## src/sct_pkg.sv

```systemverilog
// Shared constants, instruction classes and carriers for the single-cycle core timing block.
package sct_pkg;

	// Register map: the wait-state register and its reset value.
	localparam logic [7:0] SCT_WAIT_ADDR = 8'h9F;
	localparam logic [7:0] SCT_WAIT_RESET = 8'h00;
	localparam int SCT_WAIT_BITS = 3;
	localparam logic [2:0] SCT_WAIT_MAX = 3'h7;

	// Clock counts of the instruction classes, one machine cycle being one clock.
	localparam logic [3:0] SCT_CYC_ONE = 4'h1;
	localparam logic [3:0] SCT_CYC_TWO = 4'h2;
	localparam logic [3:0] SCT_CYC_THREE = 4'h3;
	localparam logic [3:0] SCT_CYC_FOUR = 4'h4;
	localparam logic [3:0] SCT_CYC_EXT_BASE = 4'h4;
	localparam logic [3:0] SCT_CYC_IRQ_CALL = 4'h3;

	// Phase positions of an external data move inside its clock count.
	localparam logic [3:0] SCT_EXT_ADDR_CYC = 4'h0;
	localparam logic [3:0] SCT_EXT_STROBE_CYC = 4'h1;
	localparam logic [3:0] SCT_EXT_STROBE_BASE = 4'h2;

	// Instruction classes that the core sequencer hands over.
	typedef enum logic [4:0] {
		SCT_NOP = 5'h00,
		SCT_ACC_TO_REG = 5'h01,
		SCT_INDIRECT_MOVE = 5'h02,
		SCT_DIRECT_MOVE = 5'h03,
		SCT_MOVE3 = 5'h04,
		SCT_PUSH_POP = 5'h05,
		SCT_XCH_REG = 5'h06,
		SCT_XCH_IND = 5'h07,
		SCT_XCH_DIR = 5'h08,
		SCT_BOOL_CARRY = 5'h09,
		SCT_BOOL_BIT = 5'h0A,
		SCT_ACC_OP = 5'h0B,
		SCT_XOR_IMM_DIR = 5'h0C,
		SCT_CODE_BYTE_READ = 5'h0D,
		SCT_JMP_INDIRECT = 5'h0E,
		SCT_BRANCH2 = 5'h0F,
		SCT_BRANCH3 = 5'h10,
		SCT_RETURN = 5'h11,
		SCT_LONG_CALL = 5'h12,
		SCT_EXTERNAL_DATA_MOVE = 5'h13
	} sct_class_t;

	// Sequencer states, one-hot.
	typedef enum logic [1:0] {
		SCT_IDLE = 2'b01,
		SCT_EXEC = 2'b10
	} sct_state_t;

	// One instruction as issued by the core sequencer.
	typedef struct packed {
		sct_class_t iclass;
		logic irq_call;
		logic ext_write;
		logic ext_wide;
		logic [15:0] ext_addr;
		logic [7:0] ext_wdata;
	} sct_issue_t;

endpackage

```

## src/sct_core_timing.sv

```systemverilog
// Instruction timing, address latch enable and external data strobes of the single-cycle core.
//
// Function
// RULE1: One machine cycle equals one core clock; counts are in clocks.
// RULE2: External data move takes four clocks, plus one per wait state.
// RULE3: Long call entering an interrupt routine takes three clocks.
// RULE4: Timers advance once on every core clock.
// RULE5: One-cycle instruction: latch enable high first half, low second half.
// RULE6: Longer instruction: latch enable high only in first half of first cycle.
// RULE7: No external instruction fetch; bus serves external data moves only.
// RULE8: Wait-state register holds zero to seven and resets to zero.
// RULE9: External moves are one byte; 8-bit or 16-bit address by pointer kind.
// RULE10: Code-byte reads relative to accumulator take four clocks.
// RULE11: Indirect jump and two-byte branches take three clocks.
// RULE12: Three-byte branches and returns take four clocks.
// RULE13: Accumulator-to-register moves one clock; indirect moves two clocks.
// RULE14: Three-byte moves take three clocks.
// RULE15: Push and pop of a direct byte take two clocks.
// RULE16: Exchange with register one clock; indirect, nibble or direct two.
// RULE17: Carry-only operations one clock; direct-bit operations two clocks.
// RULE18: Accumulator clear, complement, swap and rotates take one clock.
// RULE19: Exclusive-or of immediate into direct byte takes three clocks.
// RULE20: Low address byte and data share the same eight pins in turn.
// RULE21: Each wait state stretches the read or write strobe by one clock.
// RULE22: External memory answers within the stretched strobe window.
`timescale 1ns/100ps
`default_nettype none
module sct_core_timing import sct_pkg::*; #(
	parameter int TIMER_WIDTH = 16
) (
	input wire logic clk, // Core clock, 100 MHz.
	input wire logic rst_n, // Asynchronous reset, active low.
	input wire logic issue_valid, // Core offers an instruction.
	input wire sct_issue_t issue, // The instruction offered.
	output logic issue_ready, // Instruction taken this cycle when valid.
	output logic instr_done, // Last clock of the running instruction.
	output logic [3:0] instr_cycles, // Clock count of the running instruction.
	input wire logic sfr_wr, // Special register write strobe.
	input wire logic sfr_rd, // Special register read strobe.
	input wire logic [7:0] sfr_addr, // Special register address.
	input wire logic [7:0] sfr_wdata, // Special register write data.
	output logic [7:0] sfr_rdata, // Read data, one clock after the strobe.
	output logic ale, // Address latch enable pin.
	output logic [7:0] ad_out, // Multiplexed address/data pins, driven value.
	output logic ad_oe, // Multiplexed pins driven while high.
	input wire logic [7:0] ad_in, // Multiplexed pins, sampled value.
	output logic [7:0] addr_hi, // High address byte pins.
	output logic addr_hi_oe, // High address pins driven while high.
	output logic rd_n, // External read strobe, active low.
	output logic wr_n, // External write strobe, active low.
	output logic [7:0] ext_rdata, // Byte read by the last external move.
	output logic ext_rvalid, // One-clock pulse with ext_rdata.
	input wire logic timer_run, // Timer runs while high.
	input wire logic timer_clear, // Timer synchronous clear.
	output logic [TIMER_WIDTH-1:0] timer_count // Timer value.
);

	initial begin
		if (TIMER_WIDTH < 2 || TIMER_WIDTH > 32) begin
			$error("sct_core_timing: TIMER_WIDTH must lie between 2 and 32.");
		end
	end

	////////////////////////////////////////////////////////////////////////////////
	// Clock counts per instruction class.

	// Maps a class to its length in clocks, one machine cycle being one clock.
	function automatic logic [3:0] class_cycles(input sct_class_t c, input logic irq, input logic [2:0] ws);
		logic [3:0] n;
		n = SCT_CYC_ONE;
		case (c)
			SCT_NOP, SCT_ACC_TO_REG, SCT_XCH_REG: n = SCT_CYC_ONE; // RULE13 RULE16
			SCT_BOOL_CARRY, SCT_ACC_OP: n = SCT_CYC_ONE; // RULE17 RULE18
			SCT_INDIRECT_MOVE, SCT_DIRECT_MOVE: n = SCT_CYC_TWO; // RULE13
			SCT_PUSH_POP: n = SCT_CYC_TWO; // RULE15
			SCT_XCH_IND, SCT_XCH_DIR: n = SCT_CYC_TWO; // RULE16
			SCT_BOOL_BIT: n = SCT_CYC_TWO; // RULE17
			SCT_MOVE3: n = SCT_CYC_THREE; // RULE14
			SCT_XOR_IMM_DIR: n = SCT_CYC_THREE; // RULE19
			SCT_JMP_INDIRECT, SCT_BRANCH2: n = SCT_CYC_THREE; // RULE11
			SCT_CODE_BYTE_READ: n = SCT_CYC_FOUR; // RULE10
			SCT_BRANCH3, SCT_RETURN: n = SCT_CYC_FOUR; // RULE12
			SCT_LONG_CALL: n = irq ? SCT_CYC_IRQ_CALL : SCT_CYC_FOUR; // RULE3 RULE12
			SCT_EXTERNAL_DATA_MOVE: n = SCT_CYC_EXT_BASE + {1'b0, ws}; // RULE2
			default: n = SCT_CYC_ONE;
		endcase
		return n;
	endfunction

	////////////////////////////////////////////////////////////////////////////////
	// Wait-state register.

	logic [2:0] wait_states;
	logic sfr_hit;

	assign sfr_hit = (sfr_addr == SCT_WAIT_ADDR);

	// Only the low three bits exist, so the value stays within zero to seven.
	always_ff @(posedge clk or negedge rst_n) begin
		if (!rst_n) begin
			wait_states <= SCT_WAIT_RESET[SCT_WAIT_BITS-1:0]; // RULE8
		end else if (sfr_wr && sfr_hit) begin
			wait_states <= sfr_wdata[SCT_WAIT_BITS-1:0]; // RULE8
		end
	end

	// Registered read port; unused bits and other addresses read zero.
	always_ff @(posedge clk or negedge rst_n) begin
		if (!rst_n) begin
			sfr_rdata <= 8'h00;
		end else if (sfr_rd && sfr_hit) begin
			sfr_rdata <= {5'h00, wait_states};
		end else begin
			sfr_rdata <= 8'h00;
		end
	end

	////////////////////////////////////////////////////////////////////////////////
	// Instruction sequencer.

	sct_state_t state;
	sct_state_t next_state;
	logic [3:0] cnt;
	logic [3:0] next_cnt;
	logic [3:0] len;
	logic [2:0] ws_q;
	sct_issue_t req;
	sct_issue_t next_req;
	logic [2:0] next_ws;
	logic accept;
	logic last;

	assign last = (state == SCT_EXEC) && (cnt == len - 4'h1);
	assign issue_ready = (state == SCT_IDLE) || last;
	assign accept = issue_valid && issue_ready;
	assign instr_done = last;
	assign instr_cycles = len;

	// Next state: a new instruction may follow in the clock after the last one.
	always_comb begin
		next_state = state;
		next_cnt = cnt;
		next_req = req;
		next_ws = ws_q;
		if (accept) begin
			next_state = SCT_EXEC;
			next_cnt = 4'h0;
			next_req = issue;
			next_ws = wait_states;
		end else begin
			case (state)
				SCT_IDLE: begin
					next_cnt = 4'h0;
				end
				SCT_EXEC: begin
					if (last) begin
						next_state = SCT_IDLE;
						next_cnt = 4'h0;
					end else begin
						next_cnt = cnt + 4'h1; // RULE1
					end
				end
				default: begin
					next_state = SCT_IDLE;
				end
			endcase
		end
	end

	// Sequencer registers; the snapshot of the wait count holds for the whole move.
	always_ff @(posedge clk or negedge rst_n) begin
		if (!rst_n) begin
			state <= SCT_IDLE;
			cnt <= 4'h0;
			len <= SCT_CYC_ONE;
			ws_q <= 3'h0;
			req <= '0;
		end else begin
			state <= next_state;
			cnt <= next_cnt;
			ws_q <= next_ws;
			req <= next_req;
			if (accept) begin
				len <= class_cycles(issue.iclass, issue.irq_call, wait_states); // RULE1
			end
		end
	end

	////////////////////////////////////////////////////////////////////////////////
	// Address latch enable.

	logic ale_first;

	// High through the first clock of every instruction; the pin gates it with the clock high phase.
	always_ff @(posedge clk or negedge rst_n) begin
		if (!rst_n) begin
			ale_first <= 1'b0;
		end else begin
			ale_first <= (next_state == SCT_EXEC) && (next_cnt == 4'h0); // RULE5 RULE6
		end
	end

	assign ale = ale_first & clk; // RULE5 RULE6

	////////////////////////////////////////////////////////////////////////////////
	// External data bus.

	logic next_ext;
	logic [3:0] next_strobe_end;
	logic next_strobe;

	// Only an external data move ever touches the bus; no fetch path exists.
	assign next_ext = (next_state == SCT_EXEC) && (next_req.iclass == SCT_EXTERNAL_DATA_MOVE); // RULE7 RULE9
	assign next_strobe_end = SCT_EXT_STROBE_BASE + {1'b0, next_ws};
	assign next_strobe = next_ext && (next_cnt >= SCT_EXT_STROBE_CYC) && (next_cnt <= next_strobe_end); // RULE21

	// Pins come from flops: address in the first clock, then data during the strobe.
	always_ff @(posedge clk or negedge rst_n) begin
		if (!rst_n) begin
			ad_out <= 8'h00;
			ad_oe <= 1'b0;
			addr_hi <= 8'h00;
			addr_hi_oe <= 1'b0;
			rd_n <= 1'b1;
			wr_n <= 1'b1;
		end else begin
			ad_out <= 8'h00;
			ad_oe <= 1'b0;
			rd_n <= 1'b1;
			wr_n <= 1'b1;
			addr_hi_oe <= next_ext && next_req.ext_wide; // RULE9
			addr_hi <= (next_ext && next_req.ext_wide) ? next_req.ext_addr[15:8] : 8'h00; // RULE9
			if (next_ext && next_cnt == SCT_EXT_ADDR_CYC) begin
				ad_out <= next_req.ext_addr[7:0]; // RULE20
				ad_oe <= 1'b1;
			end else if (next_strobe) begin
				ad_out <= next_req.ext_write ? next_req.ext_wdata : 8'h00; // RULE20
				ad_oe <= next_req.ext_write;
				rd_n <= next_req.ext_write; // RULE21
				wr_n <= !next_req.ext_write; // RULE21
			end
		end
	end

	logic capture;

	// The read byte is taken at the end of the last strobe clock.
	assign capture = (state == SCT_EXEC) && (req.iclass == SCT_EXTERNAL_DATA_MOVE) && !req.ext_write
		&& (cnt == SCT_EXT_STROBE_BASE + {1'b0, ws_q}); // RULE22

	// Read data register and its valid pulse.
	always_ff @(posedge clk or negedge rst_n) begin
		if (!rst_n) begin
			ext_rdata <= 8'h00;
			ext_rvalid <= 1'b0;
		end else begin
			ext_rvalid <= capture;
			if (capture) begin
				ext_rdata <= ad_in; // RULE22
			end
		end
	end

	////////////////////////////////////////////////////////////////////////////////
	// Timer.

	sct_tick_timer #(
		.WIDTH(TIMER_WIDTH)
	) u_timer (
		.clk(clk),
		.rst_n(rst_n),
		.run(timer_run),
		.clear(timer_clear),
		.count(timer_count)
	);

	////////////////////////////////////////////////////////////////////////////////
	// Assertions.

	a_one_clock_ops: assert property (@(posedge clk) disable iff (!rst_n) // RULE1
		(accept && class_cycles(issue.iclass, issue.irq_call, wait_states) == SCT_CYC_ONE) |=> instr_done)
		else $error("One-clock instruction did not finish in its first clock.");

	a_ext_move_len: assert property (@(posedge clk) disable iff (!rst_n) // RULE2
		(accept && issue.iclass == SCT_EXTERNAL_DATA_MOVE && wait_states == 3'h0)
		|-> ##1 !instr_done ##1 !instr_done ##1 !instr_done ##1 instr_done)
		else $error("External move without wait states did not take four clocks.");

	a_irq_call_len: assert property (@(posedge clk) disable iff (!rst_n) // RULE3
		(accept && issue.iclass == SCT_LONG_CALL && issue.irq_call) |-> ##1 !instr_done ##1 !instr_done ##1 instr_done)
		else $error("Interrupt long call did not take three clocks.");

	a_branch3_len: assert property (@(posedge clk) disable iff (!rst_n) // RULE12
		(accept && (issue.iclass == SCT_BRANCH3 || issue.iclass == SCT_RETURN)) |-> ##4 instr_done)
		else $error("Three-byte branch or return did not take four clocks.");

	a_ale_first_only: assert property (@(posedge clk) disable iff (!rst_n) // RULE6
		(accept && class_cycles(issue.iclass, issue.irq_call, wait_states) != SCT_CYC_ONE) |=> ale_first ##1 !ale_first)
		else $error("Latch enable was active beyond the first clock.");

	a_ale_each_instr: assert property (@(posedge clk) disable iff (!rst_n) accept |=> ale_first) // RULE5
		else $error("Latch enable missing in the first clock of an instruction.");

	a_bus_quiet_idle: assert property (@(posedge clk) disable iff (!rst_n) // RULE7
		(req.iclass != SCT_EXTERNAL_DATA_MOVE || state == SCT_IDLE) |-> (!ad_oe && rd_n && wr_n))
		else $error("Bus driven outside an external data move.");

	a_wait_reg_range: assert property (@(posedge clk) disable iff (!rst_n) // RULE8
		(sfr_wr && sfr_hit) |=> wait_states == 3'($past(sfr_wdata)) && wait_states <= SCT_WAIT_MAX)
		else $error("Wait-state register did not take the written value.");

	a_read_strobe_ws0: assert property (@(posedge clk) disable iff (!rst_n) // RULE20 RULE21
		(accept && issue.iclass == SCT_EXTERNAL_DATA_MOVE && !issue.ext_write && wait_states == 3'h0)
		|-> ##1 (ad_oe && rd_n) ##1 (!rd_n && !ad_oe) ##1 !rd_n ##1 rd_n)
		else $error("Read strobe timing wrong with no wait states.");

	a_write_strobe_ws7: assert property (@(posedge clk) disable iff (!rst_n) // RULE21
		(accept && issue.iclass == SCT_EXTERNAL_DATA_MOVE && issue.ext_write && wait_states == 3'h7)
		|-> ##2 (!wr_n [*8]) ##1 !wr_n ##1 wr_n)
		else $error("Write strobe not stretched by seven wait states.");

	a_short_addr_hi: assert property (@(posedge clk) disable iff (!rst_n) // RULE9
		(accept && issue.iclass == SCT_EXTERNAL_DATA_MOVE && !issue.ext_wide) |=> !addr_hi_oe)
		else $error("High address driven for an 8-bit external move.");

	// Pin checks of an external data move, phase by phase, for any wait count; the read stretch check uses two wait states only.
	// The expected length uses the wait count as it stood at the taking edge.

	a_ext_cycles_ws: assert property (@(posedge clk) disable iff (!rst_n) // RULE2
		(accept && issue.iclass == SCT_EXTERNAL_DATA_MOVE)
		|=> instr_cycles == SCT_CYC_EXT_BASE + {1'b0, $past(wait_states)})
		else $error("External move length differs from four plus the wait count.");

	a_addr_phase: assert property (@(posedge clk) disable iff (!rst_n) // RULE20
		(accept && issue.iclass == SCT_EXTERNAL_DATA_MOVE)
		|=> (ad_oe && rd_n && wr_n && ad_out == req.ext_addr[7:0]))
		else $error("Low address byte not shown in the first clock of an external move.");

	a_write_data: assert property (@(posedge clk) disable iff (!rst_n) // RULE20 RULE21
		(accept && issue.iclass == SCT_EXTERNAL_DATA_MOVE && issue.ext_write)
		|-> ##2 (ad_oe && !wr_n && rd_n && ad_out == req.ext_wdata))
		else $error("Write data not on the shared pins during the write strobe.");

	a_wide_addr_hi: assert property (@(posedge clk) disable iff (!rst_n) // RULE9
		(accept && issue.iclass == SCT_EXTERNAL_DATA_MOVE && issue.ext_wide)
		|=> (addr_hi_oe && addr_hi == req.ext_addr[15:8]))
		else $error("High address byte missing for a 16-bit external move.");

	a_strobe_excl: assert property (@(posedge clk) disable iff (!rst_n) // RULE21
		!(!rd_n && !wr_n))
		else $error("Read and write strobes active together.");

	a_read_stretch: assert property (@(posedge clk) disable iff (!rst_n) // RULE21
		(accept && issue.iclass == SCT_EXTERNAL_DATA_MOVE && !issue.ext_write && wait_states == 3'h2)
		|-> ##2 (!rd_n [*4]) ##1 rd_n)
		else $error("Read strobe not stretched by two wait states.");

	a_read_capture: assert property (@(posedge clk) disable iff (!rst_n) // RULE22
		capture |=> (ext_rvalid && ext_rdata == $past(ad_in)))
		else $error("Read byte not taken at the end of the read strobe.");

	a_sfr_readback: assert property (@(posedge clk) disable iff (!rst_n) // RULE8
		(sfr_rd && sfr_hit) |=> sfr_rdata == {5'h00, $past(wait_states)})
		else $error("Wait-state register read back a wrong value.");

endmodule
`default_nettype wire

```

## src/sct_tick_timer.sv

```systemverilog
// Timer that advances once per core clock while running.
`timescale 1ns/100ps
`default_nettype none
module sct_tick_timer import sct_pkg::*; #(
	parameter int WIDTH = 16
) (
	input wire logic clk, // Core clock.
	input wire logic rst_n, // Asynchronous reset, active low.
	input wire logic run, // Count while high.
	input wire logic clear, // Synchronous clear to zero.
	output logic [WIDTH-1:0] count // Current count.
);

	initial begin
		if (WIDTH < 2) begin
			$error("sct_tick_timer: WIDTH must be at least 2.");
		end
	end

	// One machine cycle is one clock, so the count moves on every rising clock edge while run is high and clear is low.
	always_ff @(posedge clk or negedge rst_n) begin
		if (!rst_n) begin
			count <= '0;
		end else if (clear) begin
			count <= '0;
		end else if (run) begin
			count <= count + WIDTH'(1); // RULE4
		end
	end

	a_timer_step: assert property (@(posedge clk) disable iff (!rst_n) // RULE4
		(run && !clear) |=> count == $past(count) + WIDTH'(1))
		else $error("Timer did not advance by one on a core clock.");

endmodule
`default_nettype wire

```

## config.mk

```make
export PLATFORM = sky130hd
export DESIGN_NAME = sct_core_timing
export DESIGN_NICKNAME = d
export VERILOG_FILES = /design/src/sct_pkg.sv /design/src/sct_core_timing.sv /design/src/sct_tick_timer.sv
export SDC_FILE = /design/constraint.sdc
export NUM_CORES = 1
export LEC_CHECK = 0
export BUFFER_PORTS_ARGS = -buffer_cell sky130_fd_sc_hd__buf_2
export CAP_MARGIN = 20
export CELL_PAD_IN_SITES_DETAIL_PLACEMENT = 2
export CELL_PAD_IN_SITES_GLOBAL_PLACEMENT = 2
export CORE_ASPECT_RATIO = 1.75
export CORE_UTILIZATION = 36
export CTS_CLUSTER_SIZE = 28
export DETAILED_ROUTE_END_ITERATION = 8
export HOLD_SLACK_MARGIN = 0.12
export PLACE_DENSITY_LB_ADDON = 0.1
export SLEW_MARGIN = 5
export SYNTH_ARGS = -nofsm -noshare
export SYNTH_HDL_FRONTEND = slang
export SYNTH_HIERARCHICAL = 1
export SYNTH_SLANG_ARGS = --single-unit
```

## constraint.sdc

```tcl
create_clock -name clk -period 6.8 [get_ports clk]
set_input_delay 0.68 -clock clk [delete_from_list [all_inputs] [get_ports clk]]
set_output_delay 0.68 -clock clk [all_outputs]
set_load 0.03 [all_outputs]
```

==> impl_summary.txt, run 1 <==
----------------------------------------------------
[Outcome]
  Status ... completed

[Placement]
  Number of cells after detailed placement ... 672
  Dpl hpwl ... 8880 µm
  Dpl cell area ... 5210 µm²
  Pre-CTS setup slack ... about 2.3 ns
  IO buf count ... around 110
  Last weighted congestion value of the routability-driven placer ... roughly 0.74

[Critical path]
  Maximum fanout along the worst path ... 2
  Cells along the critical path ... clkbuf_16 > clkbuf_16 > and2_1 > buf_2
  Kind of cell adding the most delay to the critical path ... buffers and inverters
  Slowest stage cell on the critical path ... buf_2
  Data arrival time at the worst-slack endpoint ... 3.93 ns
  Required time of the critical path ... roughly 6.1 ns
  Nature of the critical path startpoint ... clock port
  CP dominant cell by count ... clkbuf_16
  Slowest cell delay on critical path ... 0.17 ns
  Type of the worst setup path ... clk2out
  Crit path capture type ... primary output
  Buffer and inverter count on the worst path ... 3

[Clock network]
  Clock tree from TritonCTS ... yes
  Clock latency of the later-clocked register in the worst-skew pair ... between 0.4 and 0.5 ns
  Number of post-CTS setup repair buffers ... 0
  Count of instances resized after the clock tree is built ... 0
  Reg clk slew, reported paths ... 0.07 ns
  Hold buffer count at cts ... 0

[Route]
  Via Count ... about 3500
  Routed WL ... approximately 12000 µm
  Average detailed-routed wire length per instance ... about 17 µm
  Via/cell ratio ... between 4 and 5
  1st-pass router iterations ... 4
  Number of DRC markers in iteration 0 ... just under 80
  Count of antenna-violating nets left after detailed routing ... 0
  Number of remaining DRC errors ... 0

[Synthesis]
  Post-synthesis cell area ... between 4000 and 5000 µm²
  Number of synthesis warnings ... 6
  Count of flip-flops with a built-in enable after synthesis ... 0
  Average cell area after synthesis ... approximately 11 µm²
  Sequential area share after synthesis ... between 50% and 60%
  Unique cell type count in the Yosys netlist ... 54
  Ys flop type ... dfrtp_1
  Share of synthesized flip-flops with an asynchronous set or reset ... 100%
  Number of instances in the synthesized netlist ... about 410
  Post-synthesis register bit count ... 96

[STA]
  Post-Route Setup TNS ... 0 ns
  Count of final hold-check violations ... 0
  Rel. slew slack ... between 30 and 40%
  Actual slew at the worst max-slew pin ... around 0.90 ns
  Pins Over Slew Limit ... 0
  RSZ-0062 raised after global routing ... no
  Layout Skew ... 0.00959 ns
  Final critical-path setup slack ... ~2.2 ns
  Setup violations, final ... 0

[Global routing]
  Via count of the first global-routing pass ... approximately 3900
  Pin count of the biggest net entering global routing ... slightly above 70
  Global Route Usage Sum ... 19.6%
  Global route overflow ... 0
  First-pass GRT wire length ... 19500 µm
  Antenna violations before repair ... 0

[Floorplanning]
  Horizontal extent of the die ... between 80 and 90 µm
  Die area ... 13200 µm²
  Total number of placement rows ... 54
  Core Area ... 12400 µm²
  Starting density of the core ... 36.8%
  # IOs ... 123
  Die boundary height ... about 150 µm

[Power and ir drop]
  Power share of the combinational group ... 28.2%
  Pleak ... approximately 2.8 nW
  Highest ir drop seen on vdd ... 0.167 mV
  Power Dens Cells ... 341 nW/µm²
  Switching component of the power ... just over 0.0006 W
  Register share of total power ... about 40%
  Internal Power ... about 0.0013 W
  Clock network fraction of design power ... roughly a third
  Net Sw Frac ... about a third

[Finish]
  Synthesis-to-finish area growth ... 21.9%
  N_diodes ... 0
  Layout net count ... 592
  Number of non-filler instances in the completed layout ... 691
  Number of fillers in the final layout ... roughly 1400
  Core Util, Final ... 44.9%
  Share of final-layout standard cells stronger than drive strength 1 ... between 30% and 40%
  Layout Cell Area excl Fill ... 5580 µm²

[Min path]
  Hold WC Path Type ... in2async

[Job]
  Max_cap viols ... 0

----------------------------------------------------
[worst reg2reg max path: stages, from the launching register on]
cell and delay [ns]:
dfstp_2 0.57, inv_1 0.06, ha_1 0.31, xor2_1 0.18
nand3_2 0.13, o31ai_4 0.43, buf_4 0.61, a21oi_1 0.18
ha_1 0.35, nor2b_1 0.13, o21a_1 0.17, o21a_1 0.16
o21ai_0 0.22, nand4_1 0.51, o22ai_1 0.39
[power by group through the flow]
stage / sequential, W / clock [W] / combinational (W)
after global routing: 0.000784 / 0.000640 / 0.000600
after floorplan: 0.000777 / 0.00000687 / 0.000405
after detailed placement: 0.000779 / 0.00000885 / 0.000547
final: 0.000767 / 0.000599 / 0.000536
after CTS: 0.000770 / 0.000621 / 0.000550
after global placement: 0.000771 / 0.00000885 / 0.000516
[synth_stat cells (2+ instances only)]
cell type | count | share of area, %
dfstp_2 | 4 | 2.3
nand2b_1 | 3 | 0.41
and2_1 | 2 | 0.27
nor4b_2 | 2 | 0.66
o21ai_0 | 20 | 2.2
mux2i_1 | 10 | 2.2
nor3_1 | 8 | 0.87
or3b_2 | 2 | 0.38
nor2b_1 | 9 | 1.2
buf_6 | 5 | 1.2
nand4_1 | 7 | 0.96
o21a_1 | 2 | 0.33
xor2_1 | 9 | 1.7
o22ai_1 | 9 | 1.2
xnor2_1 | 10 | 1.9
inv_1 | 28 | 2.3
nand2_1 | 28 | 2.3
nor3b_1 | 2 | 0.33
nor2_1 | 30 | 2.5
and3_1 | 5 | 0.68
ha_1 | 11 | 3.0
buf_4 | 7 | 1.1
or3_1 | 3 | 0.41
nand3_1 | 8 | 0.87
mux2_2 | 30 | 7.4
nor4_2 | 4 | 1.1
a21o_1 | 5 | 0.82
buf_2 | 3 | 0.33
clkbuf_1 | 6 | 0.49
and2b_1 | 4 | 0.66
a21oi_1 | 17 | 1.9
dfrtp_1 | 92 | 50
nand3b_1 | 2 | 0.33
[layer usage]
layer	part of all wire [%]	vias up	GRT usage, %
met3	4.0	12	4.80
met5	0	-	0
met1	36	1758	20.4
met2	58	76	37.7
met4	1.7	0	6.48
li1	-	1605	-
[cells in the final DEF, fill, tap and decap left out, drive strengths merged, types with 10 or more instances in the layout]
master    n
nand2    28
buf     114
xnor2    10
dfrtp    92
nor2     30
a21oi    17
ha       11
mux2i    10
o21ai    21
inv      28
mux2     32
clkbuf   14
[layout make-up]
cell class / count / area, µm² / area share (%)
multi-input combinational: 266 / 1910 / 34.3
timing repair buffer: 113 / 573 / 10.3
inverter: 28 / 105 / 1.88
clock buffer: 15 / 313 / 5.61
tap: 168 / 210 / 3.77
clock inverter: 5 / 58.8 / 1.05
sequential: 96 / 2410 / 43.1
[final timing paths]
path                       slack, ns                           end  cells past startpoint                         from
min in group clk                0.43              req[3]$_DFF_PN0_                      3                     issue[3]
max in group asynchronous       5.44           ad_out[2]$_DFF_PN0_                      2                        rst_n
setup reg to reg                2.30           ad_out[7]$_DFF_PN0_                     14  instr_cycles[0]$_DFFE_PN1N_
hold / removal                  0.13  u_timer/count[5]$_DFFE_PN0P_                      1                        rst_n
hold reg to reg                 0.49             req[12]$_DFF_PN0_                      2            req[12]$_DFF_PN0_
setup / recovery                2.19                           ale                      4                          clk
[flip-flops by register name, summed over array words and instances (netlist names), 4 cells and up]
| signal | flops |
|---|---|
| req | 31 |
| u_timer/count | 16 |
| ad_out | 8 |
| addr_hi | 8 |
| ext_rdata | 8 |
| cnt | 4 |
| instr_cycles | 4 |
[cells by family (layout without fill, tap and decap cells)]
kind of cell / after synthesis / count (layout) / share of synthesized area, %
fa+ha+maj: 11 / 11 / 3.01
compound gates: 60 / 60 / 8.23
flops: 96 / 96 / 52.6
other cells: 1 / 5 / 0.0819
buf+inv: 50 / 161 / 5.93
xor+xnor: 20 / 20 / 4.13
simple gates: 128 / 128 / 15.9
mux: 42 / 42 / 10.1
[metrics by stage]
| step | hold slack, ns | power, W |
|---|---|---|
| 4_1_cts | 0.127 | 0.00194 |
| 3_5_place_dp | 0.478 | 0.00133 |
| 6_report | 0.131 | 0.00190 |
| 3_3_place_gp | 0.462 | 0.00130 |
| 5_1_grt | 0.143 | 0.00202 |
| 2_1_floorplan | 0.384 | 0.00119 |
Note: power is estimated with default switching activity, not from simulation.
==> run 2, diff against run 1 <==
--- a/config.mk
+++ b/config.mk
@@ -10,7 +10,7 @@
 export CELL_PAD_IN_SITES_DETAIL_PLACEMENT = 2
 export CELL_PAD_IN_SITES_GLOBAL_PLACEMENT = 2
 export CORE_ASPECT_RATIO = 1.75
-export CORE_UTILIZATION = 36
+export CORE_UTILIZATION = 30
 export CTS_CLUSTER_SIZE = 28
 export DETAILED_ROUTE_END_ITERATION = 8
 export HOLD_SLACK_MARGIN = 0.12
==> constraint.sdc (replaced) <==
create_clock -name clk -period 3.85 [get_ports clk]
set_input_delay 0.385 -clock clk [delete_from_list [all_inputs] [get_ports clk]]
set_output_delay 0.385 -clock clk [all_outputs]
set_load 0.03 [all_outputs]
==> impl_summary.txt, run 2 (synthesis gave the netlist of run 1 again) <==
----------------------------------------------------
[Finish]
  Commonest cells after routing, fill and taps aside ... 111 x buf_2, 92 x dfrtp_1, 30 x nor2_1, 30 x mux2_2
  Core Util, Final ... between 30% and 40%
  Layout net count ... roughly 600
  Top register by number of flip-flops ... req
  Number of non-filler instances in the completed layout ... roughly 720
  Share of final-layout standard cells stronger than drive strength 1 ... a little over a third
  Storage cell area ... 2410 µm²
  Leading cell type in the layout, fill and taps excluded ... buf_2
  N_diodes ... 0
  Number of fillers in the final layout ... between 1500 and 2000
  Area occupied by multi-input gates ... 1920 µm²
  Leading registers by flop count ... req x31, u_timer/count x16
  Max FFs per register ... 31
  Synthesis-to-finish area growth ... 25.2%

[Route]
  Average detailed-routed wire length per instance ... around 18 µm
  1st-pass router iterations ... 4
  Count of antenna-violating nets left after detailed routing ... 0
  Number of DRC markers in iteration 0 ... 63
  Via/cell ratio ... around 5
  Routed WL ... roughly 13000 µm
  Number of remaining DRC errors ... 0
  Via Count ... 3500

[Critical path]
  Data arrival time at the worst-slack endpoint ... roughly 4.0 ns
  Cells along the critical path ... inv_1 > ha_1 > xor2_2 > nand3_2 > o31ai_4 > buf_4 > mux2_2 > ha_1 > inv_1 > ha_1 > o21a_1 > o21a_1 > o21ai_1 > nand4_1 > buf_4 > o22ai_1
  Nature of the critical path startpoint ... flop
  Launching point of the worst reg2reg path ... instr_cycles[0]$_DFFE_PN1N_
  Flop2flop setup slack ... about 0.22 ns
  Endpoint of the most critical register-to-register path ... ad_out[6]$_DFF_PN0_
  CP dominant cell by count ... ha_1
  Maximum fanout along the worst path ... 10
  Required time of the critical path ... around 4.2 ns
  Crit path capture type ... flop
  Count of cells along the worst register-to-register path ... 16
  Slowest stage cell on the critical path ... dfstp_2
  Slowest cell delay on critical path ... ~0.56 ns
  Type of the worst setup path ... reg2reg

[Placement]
  Last weighted congestion value of the routability-driven placer ... ~0.76
  Number of cells after detailed placement ... between 600 and 700
  Dpl hpwl ... just over 9000 µm
  IO buf count ... between 100 and 150

[Job]
  Max_cap viols ... 0

[STA]
  Maximum achievable frequency ... about 280 MHz
  Minimum clock period after layout ... around 3.6 ns
  Layout Skew ... 0.00836 ns
  Pins Over Slew Limit ... 0
  Post-Route Setup TNS ... 0 ns
  Final critical-path share of the clock period ... 94.3%
  Setup violations, final ... 0
  Actual slew at the worst max-slew pin ... between 0.8 and 0.9 ns
  RSZ-0062 raised after global routing ... no
  Count of final hold-check violations ... 0
  Rel. slew slack ... 45.4%

[Floorplanning]
  # IOs ... between 100 and 150
  Die boundary height ... between 150 and 200 µm
  Core Area ... between 10000 and 15000 µm²
  Die area ... approximately 16000 µm²
  Total number of placement rows ... a little under 60
  Starting density of the core ... a little under a third
  Horizontal extent of the die ... approximately 95 µm

[Min path]
  Worst Hold End ... req[2]$_DFF_PN0_
  Hold path cells ... 3
  Hold WC Path Type ... in2reg
  Launch instance of the worst min-delay path ... issue[2]

[Power and ir drop]
  Power Dens Cells ... about 600 nW/µm²
  Pleak ... ~2.8 nW
  Highest ir drop seen on vdd ... around 0.31 mV
  Final Total Pwr ... 0.00352 W

[Global routing]
  Pin count of the biggest net entering global routing ... 58
  Global route overflow ... 0
  Global Route Usage Sum ... about 17%
  Antenna violations before repair ... 0
  Via count of the first global-routing pass ... between 3000 and 4000
  First-pass GRT wire length ... between 20000 and 25000 µm

[Clock network]
  Reg clk slew, reported paths ... approximately 0.07 ns
  Clock tree from TritonCTS ... yes
  Clock latency of the later-clocked register in the worst-skew pair ... around 0.45 ns

[Outcome]
  Status ... completed

----------------------------------------------------
[run 2: timing repair]
action	in CTS	in global routing
endpoints found under the hold margin	47	0
setup buffers	0	2
hold buffers	1	0
resized for setup	0	3
endpoints found under the setup margin	0	8
[run 2: layout make-up]
class	instances	area share (%)
Inverter	28	1.83
Timing Repair Buffer	124	11.9
Tap cell	183	3.99
Multi-Input combinational cell	266	33.5
Sequential cell	96	42.0
Clock inverter	5	1.42
Clock buffer	14	5.39
[run 2: layer usage]
layer	vias to the layer above	global-route usage (%)	part of all wire, %
met2	67	33.3	58
li1	1619	-	-
met1	1797	16.9	36
met5	-	0	0
met4	0	6.92	2.1
met3	17	3.80	3.5
[run 2: worst max-delay path by stage]
stage	startpoint	end	slack [ns]	cells after the start
6_report	instr_cycles[0]$_DFFE_PN1N_	ad_out[6]$_DFF_PN0_	0.22	16
5_1_grt	instr_cycles[0]$_DFFE_PN1N_	ad_out[1]$_DFF_PN0_	0.0009	16
3_3_place_gp	instr_cycles[0]$_DFFE_PN1N_	ad_out[5]$_DFF_PN0_	0.29	15
4_1_cts	instr_cycles[0]$_DFFE_PN1N_	ad_out[6]$_DFF_PN0_	0.11	15
3_5_place_dp	instr_cycles[0]$_DFFE_PN1N_	ad_out[6]$_DFF_PN0_	0.13	15
2_1_floorplan	instr_cycles[0]$_DFFE_PN1N_	ad_out[0]$_DFF_PN0_	0.01	16
[run 2: per-stage QoR]
step	area, µm²	worst slack, ns	hold WS [ns]
final	5730	0.220	0.144
after global routing	5730	0.000877	0.145
after CTS	5690	0.108	0.137
after detailed placement	5300	0.133	0.473
after global placement	5300	0.290	0.462
after floorplan	4590	0.0108	0.0894
[run 2: report_power, final]
| group | leakage, nW | switching [W] | internal, W | total (W) |
|---|---|---|---|---|
| Sequential | 1.24 | 0.000115 | 0.00123 | 0.00135 |
| Combinational | 1.40 | 0.000612 | 0.000443 | 0.00106 |
| Clock | 0.194 | 0.000415 | 0.000704 | 0.00112 |
[run 2: critical path: cells and delay by family, from the launching register on]
family                     cells  cell delay, ns
AOI/OAI and AO/OA              5            0.82
xor gates and xnor gates       1            0.16
adders and majority gates      3            0.89
buffers and inverters          4            0.51
DFF                            1            0.56
muxes                          1            0.36
and+or+nand+nor                2            0.23
